### src/common/pcrs_pkg.sv
package pcrs_pkg;
	// Link width and speed codes
	localparam logic [2:0] PCRS_WIDTH_X1 = 3'h0;
	localparam logic [2:0] PCRS_WIDTH_X2 = 3'h1;
	localparam logic [2:0] PCRS_WIDTH_X4 = 3'h2;
	localparam logic [2:0] PCRS_WIDTH_X8 = 3'h3;
	localparam logic [2:0] PCRS_WIDTH_X16 = 3'h4;
	localparam logic [1:0] PCRS_GEN1 = 2'h0;
	localparam logic [1:0] PCRS_GEN2 = 2'h1;
	localparam logic [1:0] PCRS_GEN3 = 2'h2;
	localparam logic [1:0] PCRS_GEN4 = 2'h3;
	// Fabric clock rate select codes
	localparam logic [1:0] PCRS_FCLK_62M5 = 2'h0;
	localparam logic [1:0] PCRS_FCLK_125M = 2'h1;
	localparam logic [1:0] PCRS_FCLK_250M = 2'h2;
	// Reference clock codes
	localparam logic [1:0] PCRS_REF_100M = 2'h0;
	localparam logic [1:0] PCRS_REF_125M = 2'h1;
	localparam logic [1:0] PCRS_REF_250M = 2'h2;
	// Rate sum thresholds: gen index plus width index
	localparam logic [3:0] PCRS_LOAD_MID = 4'h4;
	localparam logic [3:0] PCRS_LOAD_HIGH = 4'h6;
	// Training time (ns) and cycle count at 25 MHz
	localparam int PCRS_CLK_PERIOD_NS = 40;
	localparam int PCRS_TRAIN_NS = 2000;
	localparam int PCRS_TRAIN_CYC_I =
		(PCRS_TRAIN_NS + PCRS_CLK_PERIOD_NS - 1) / PCRS_CLK_PERIOD_NS;
	localparam logic [7:0] PCRS_TRAIN_CYC = PCRS_TRAIN_CYC_I[7:0];
	localparam int PCRS_PORTS = 2;
endpackage : pcrs_pkg

### src/core/pcrs_seq.sv
`timescale 1ns/10ps
module pcrs_seq
	import pcrs_pkg::*;
(
	input wire logic clk_in,
	input wire logic reset_n_in,
	input wire logic fundamental_reset_port_a_n_in,
	input wire logic fundamental_reset_port_b_n_in,
	input wire logic platform_manager_por_n_in,
	input wire logic [PCRS_PORTS-1:0] port_enable_in,
	input wire logic [PCRS_PORTS-1:0] link_up_in,
	input wire logic [1:0] link_speed_in,
	input wire logic [2:0] link_width_in,
	input wire logic [1:0] ref_clk_sel_in,
	output logic [PCRS_PORTS-1:0] ctrl_reset_out,
	output logic [PCRS_PORTS-1:0] train_start_out,
	output logic [PCRS_PORTS-1:0] training_out,
	output logic [PCRS_PORTS-1:0] fabric_reset_out,
	output logic [1:0] fabric_clk_sel_out,
	output logic ref_clk_ok_out
);
	typedef enum logic [1:0] {
		PCRS_ST_RESET,
		PCRS_ST_TRAIN,
		PCRS_ST_UP
	} pcrs_state_e;

	logic [PCRS_PORTS-1:0] perst_n_raw;
	logic [PCRS_PORTS-1:0] perst_n;
	logic [PCRS_PORTS-1:0] link_up_sync;
	logic por_n;
	logic [1:0] fclk_sel;
	logic [1:0] next_fclk_sel;
	logic ref_ok;
	logic next_ref_ok;

	// Pins come from other domains: two flops each
	assign perst_n_raw = {fundamental_reset_port_b_n_in,
		fundamental_reset_port_a_n_in};

	pcrs_sync u_por_sync (
		.clk_in(clk_in),
		.reset_n_in(reset_n_in),
		.async_in(platform_manager_por_n_in),
		.sync_out(por_n)
	);

	// Clock select is a plain decode, registered
	always_comb begin
		logic [3:0] load;
		load = {2'h0, link_speed_in} + {1'h0, link_width_in};
		if (load >= PCRS_LOAD_HIGH) begin
			next_fclk_sel = PCRS_FCLK_250M;
		end else if (load >= PCRS_LOAD_MID) begin
			next_fclk_sel = PCRS_FCLK_125M;
		end else begin
			next_fclk_sel = PCRS_FCLK_62M5;
		end
		if (!reset_n_in) begin
			next_fclk_sel = PCRS_FCLK_62M5;
		end
	end

	always_ff @(posedge clk_in) begin
		fclk_sel <= next_fclk_sel;
	end

	// Only flags the select; the clock itself is the system's to supply
	always_comb begin
		next_ref_ok = (ref_clk_sel_in == PCRS_REF_100M) ||
			(ref_clk_sel_in == PCRS_REF_125M) ||
			(ref_clk_sel_in == PCRS_REF_250M);
		if (!reset_n_in) begin
			next_ref_ok = 1'b0;
		end
	end

	always_ff @(posedge clk_in) begin
		ref_ok <= next_ref_ok;
	end

	assign fabric_clk_sel_out = fclk_sel;
	assign ref_clk_ok_out = ref_ok;

	genvar gi;
	generate
		for (gi = 0; gi < PCRS_PORTS; gi++) begin : g_port
			pcrs_state_e state;
			pcrs_state_e next_state;
			logic [7:0] cnt;
			logic [7:0] next_cnt;
			logic start;
			logic next_start;
			logic frst;
			logic next_frst;
			logic released;
			logic retrain_due;

			// Registered copies of the state decode
			logic ctrl;
			logic next_ctrl;
			logic trn;
			logic next_trn;

			pcrs_sync u_perst_sync (
				.clk_in(clk_in),
				.reset_n_in(reset_n_in),
				.async_in(perst_n_raw[gi]),
				.sync_out(perst_n[gi])
			);

			pcrs_sync u_link_sync (
				.clk_in(clk_in),
				.reset_n_in(reset_n_in),
				.async_in(link_up_in[gi]),
				.sync_out(link_up_sync[gi])
			);

			// Both sources must be released, and the port enabled
			assign released = perst_n[gi] && por_n &&
				port_enable_in[gi];

			// Retrain timer expiry; the partner may never answer
			assign retrain_due = (cnt == PCRS_TRAIN_CYC - 8'h01);

			always_comb begin
				next_state = state;
				next_cnt = cnt;
				next_start = 1'b0;
				next_frst = 1'b1;
				case (state)
					PCRS_ST_RESET: begin
						// Link state is ignored until released
						next_cnt = 8'h00;
						if (released) begin
							next_state = PCRS_ST_TRAIN;
							next_start = 1'b1;
						end
					end

					PCRS_ST_TRAIN: begin
						// Retrain if link partner never answers
						if (link_up_sync[gi]) begin
							// User logic leaves reset with an active link
							next_state = PCRS_ST_UP;
							next_frst = 1'b0;
						end else if (retrain_due) begin
							next_cnt = 8'h00;
							next_start = 1'b1;
						end else begin
							next_cnt = cnt + 8'h01;
						end
					end

					PCRS_ST_UP: begin
						// A link drop takes user logic down at once
						next_frst = 1'b0;
						if (!link_up_sync[gi]) begin
							next_state = PCRS_ST_TRAIN;
							next_frst = 1'b1;
							next_cnt = 8'h00;
						end
					end

					default: begin
						next_state = PCRS_ST_RESET;
					end
				endcase
				// Any reset source drops us back hard
				if (!released) begin
					next_state = PCRS_ST_RESET;
					next_frst = 1'b1;
					next_start = 1'b0;
				end
				// Synchronous reset wins over every other source
				if (!reset_n_in) begin
					next_state = PCRS_ST_RESET;
					next_cnt = 8'h00;
					next_start = 1'b0;
					next_frst = 1'b1;
				end
				// Decode the next state so these outputs leave a flop
				next_ctrl = (next_state == PCRS_ST_RESET);
				next_trn = (next_state == PCRS_ST_TRAIN);
			end

			always_ff @(posedge clk_in) begin
				state <= next_state;
				cnt <= next_cnt;
				start <= next_start;
				frst <= next_frst;
				ctrl <= next_ctrl;
				trn <= next_trn;
			end

			assign ctrl_reset_out[gi] = ctrl;
			assign training_out[gi] = trn;
			assign train_start_out[gi] = start;
			assign fabric_reset_out[gi] = frst;
		end
	endgenerate
endmodule : pcrs_seq

### src/core/pcrs_sync.sv
`timescale 1ns/10ps
module pcrs_sync
	import pcrs_pkg::*;
(
	input wire logic clk_in,
	input wire logic reset_n_in,
	input wire logic async_in,
	output logic sync_out
);
	logic stage1;
	logic stage2;
	logic next_stage1;
	logic next_stage2;

	// Reset value low keeps resets asserted until proven released
	always_comb begin
		next_stage1 = async_in;
		next_stage2 = stage1;
		if (!reset_n_in) begin
			next_stage1 = 1'b0;
			next_stage2 = 1'b0;
		end
	end

	always_ff @(posedge clk_in) begin
		stage1 <= next_stage1;
		stage2 <= next_stage2;
	end

	assign sync_out = stage2;
endmodule : pcrs_sync

### config.mk
export PLATFORM = sky130hd
export DESIGN_NAME = pcrs_seq
export DESIGN_NICKNAME = d
export VERILOG_FILES = /design/src/common/pcrs_pkg.sv /design/src/core/pcrs_seq.sv /design/src/core/pcrs_sync.sv
export SDC_FILE = /design/constraint.sdc
export NUM_CORES = 1
export LEC_CHECK = 0
export ABC_CLOCK_PERIOD_IN_PS = 2200
export CORE_MARGIN = 8
export CORE_UTILIZATION = 30
export CTS_CLUSTER_SIZE = 25
export DETAILED_ROUTE_END_ITERATION = 12
export DONT_BUFFER_PORTS = 1
export GPL_ROUTABILITY_DRIVEN = 0
export MAX_ROUTING_LAYER = met4
export PLACE_DENSITY_LB_ADDON = 0.05
export SLEW_MARGIN = 20
export SYNTH_ARGS = -nofsm -noshare
export SYNTH_HDL_FRONTEND = slang
export SYNTH_HIERARCHICAL = 1
export SYNTH_SLANG_ARGS = --single-unit
### constraint.sdc
create_clock -name clk_in -period 2.2 [get_ports clk_in]
set_input_delay 0.11 -clock clk_in [delete_from_list [all_inputs] [get_ports clk_in]]
set_output_delay 0.11 -clock clk_in [all_outputs]
set_load 0.03 [all_outputs]
==> flow_metrics.tcl <==
set metrics [dict create \
    outcome "finished clean" \
    yosys.area.top_type "dfxtp_1" \
    clk_pin_slew_ns 0.08 \
    placed_cells 260 \
    avgRoutedWirePerCell_um 13.2 \
    yosys-top-cells-count "41 x dfxtp_1, 15 x nor2_1, 14 x and2_1, 14 x ha_1, 13 x inv_1" \
    drt_wl_total_mm 3.65 \
    synth_top_area_share_pct 44.2 \
    drc 0 \
    ant_nets 0 \
    hold_viol 0 \
    port_buffers 0 \
    hold_buffers 8 \
    dp_hpwl_mm 2.66 \
    worstPathRequired_ns 2.42 \
    setup-violations-final 0 \
    grt_pass1_vias 1331 \
    cap_violations 0 \
    largest_reg_flops 16 \
    diodes 0 \
    postCtsResizedCells 0 \
    initialDrtViolationCount 48 \
    dr.pass1.iters 4 \
    antenna_found_initial 0 \
    rows 28 \
    crit_path_end_kind "register" \
    reg2reg_slack_ns 0.22 \
    synth.cell_area_mm2 0.00186 \
    tightestPinTransition_ns 0.386 \
    cts_buffer_depth 2 \
    postCtsSetupBuffers 0 \
    hold_path_class "primary input to register" \
    regMostFlops "g_port.cnt" \
    routed_via_density 4.87 \
    grt_max_degree 14 \
    setup.worst_path.start_class "register" \
    cts_tree "built" \
    yosysMostFrequentCell "dfxtp_1" \
    drv_slew 0 \
    track_usage_pct 9.08 \
    layout-drive-gt1-share_pct 7.46 \
    coreArea_mm2 0.00596 \
    grt_overflow 0 \
    clockRootBuffer "clkbuf_8" \
    pin_count 27 \
    multi_input_area_um2 911 \
    rsz0062_at_grt "false" \
    crit_slowest_cell "or4_1" \
    arrival_ns 2.20 \
    ys_seq_area_share_pct 44.2 \
    min_from "link_width_in[2]" \
    async_reset_ff_share_pct 0 \
    synth_warnings 6 \
    numCtsBuffers 5 \
    finClkSkew_ns 0.00922 \
    syn-num-nets 226 \
    area.sequential_um2 821 \
    period_minus_slack_ns 1.98 \
    critPathMaxStageDelay_ns 0.52 \
    synth_area_per_cell_um2 9.52 \
    synth_cell_type_count 38 \
    finalCritPeriodShare_pct 90.1 \
    p_leak_uw 0.000793 \
    cp_max_fo 7 \
    ys.flop_type "dfxtp_1" \
    synth_cells 195 \
    powerDensity_mw_per_mm2 694 \
    fmax_ghz 0.504 \
    worst-path-buf-inv 1 \
    syn_to_final_growth_pct 11.8 \
    fill_cells 624 \
    largestRegisters "g_port.cnt: 16 flops, g_port.state: 4 flops" \
    fp.dieW_um 94.6 \
    crit_chain "inv_1 > ha_1 > o21ai_2 > nand2_2 > or4_1 > a21oi_1" \
    grt_pass1_wl_mm 6.31 \
    die_area_mm2 0.00896 \
    initial_core_util_pct 31.2 \
    die_h_um 94.6 \
    cts_sinks 41 \
    r2r-start "g_port[0].state[1]$_DFF_P_" \
    final_util_pct 34.8 \
    ir_drop_mv 0.300 \
    synth_edf_count 0 \
    final_cells 276 \
    synth_area_leaders "dfxtp_1 44%, ha_1 9.4%, and2_1 4.7%, buf_4 4.0%, xor2_1 3.3%" \
    vias 1344 \
    nets 231 \
    holdPathStages 2 \
    r2r_cells 6 \
    worstSetupPathType "register to register" \
    h-tree-depth 2 \
    maxSlewHeadroom_pct 74.0 \
    path_delay_family "simple AND/OR/NAND/NOR gates" \
    synth-seq-cells 41 \
    tns_ns 0 \
    worstReg2RegEnd "g_port[0].cnt[5]$_SDFFE_PN0P_" \
    clkLatencyLatePin_ns 0.29 \
    hold_end "fabric_clk_sel_out[1]$_SDFF_PN0_" \
]
## how the worst max path moves through the flow
| stage | from | endpoint | depth (start not counted) |
|---|---|---|---|
| 2_1_floorplan | g_port[0].state[0]$_DFF_P_ | g_port[0].cnt[7]$_SDFFE_PN0P_ | 6 |
| 3_3_place_gp | g_port[0].state[1]$_DFF_P_ | g_port[0].cnt[5]$_SDFFE_PN0P_ | 6 |
| 3_5_place_dp | g_port[0].state[1]$_DFF_P_ | g_port[0].cnt[7]$_SDFFE_PN0P_ | 6 |
| 4_1_cts | g_port[0].state[1]$_DFF_P_ | g_port[0].cnt[7]$_SDFFE_PN0P_ | 6 |
| 5_1_grt | g_port[0].state[1]$_DFF_P_ | g_port[0].cnt[5]$_SDFFE_PN0P_ | 6 |
| 6_report | g_port[0].state[1]$_DFF_P_ | g_port[0].cnt[5]$_SDFFE_PN0P_ | 6 |
## layer usage
layer / track usage, % / vias up / share of wire, %
met5: - / - / 0
met4: 2.73 / 0 / 0.38
met3: 3.97 / 2 / 8.3
met2: 12.9 / 36 / 42
met1: 11.3 / 628 / 50
li1: - / 678 / -
## layout by cell type (no fill, tap or decap), types with 2 or more instances in the layout
cell	netlist	final
dfxtp_1	41	41
or3_1	4	4
nor4_1	2	2
nand2_2	2	2
or4_1	3	3
inv_1	13	13
and2_1	14	14
xor2_1	7	7
a311oi_1	2	2
nand2_1	5	5
a31oi_1	3	3
a21oi_1	10	10
dlygate4sd3_1	0	8
ha_1	14	14
o21ai_0	4	4
nor2_1	15	15
o21ai_2	4	4
a211oi_1	2	2
xnor2_1	3	3
nand4_1	4	4
o31ai_1	3	3
nor3_1	2	2
and3_1	3	3
nor2b_1	2	2
a41oi_1	2	2
clkbuf_8	0	6
nand3_1	9	9
## through the flow
stage          hold WS, ns  power [uW]  instance area (um^2)  worst slack (ns)
2_1_floorplan        0.216         811                  1860             0.452
3_3_place_gp         0.219         816                  1870             0.304
3_5_place_dp         0.231         816                  1870             0.243
4_1_cts           0.000761        1470                  2070             0.225
5_1_grt             0.0221        1510                  2070            0.0719
6_report            0.0125        1440                  2070             0.217
## where the power goes
part           internal, uW  switching, uW
registers               756           17.6
logic                  24.1           14.2
clock network           369            259
total                  1150            291
## worst register-to-register path, cell delays in order, from the launching register on
cell     delay (ns)
dfxtp_1        0.41
inv_1          0.11
ha_1           0.25
o21ai_2        0.34
nand2_2        0.14
or4_1          0.52
a21oi_1        0.15
## layout make-up
type | instances | share of cell area, %
timing repair buffer | 8 | 3.86
sequential | 41 | 39.6
clock buffer | 6 | 3.98
clock inverter | 2 | 1.81
multi-input combinational | 131 | 43.9
inverter | 13 | 2.35
tap | 75 | 4.52
## cells by family (layout without fill, tap and decap cells)
family          count (synthesis)  count (layout)  synth area share [%]
flops                          41              41                  44.2
compound gates                 37              37                  13.4
simple gates                   69              69                  20.4
fa+ha+maj                      15              15                  10.5
buf+inv                        23              29                  6.68
xor+xnor                       10              10                  4.72
(Power assumes the default switching activity.)
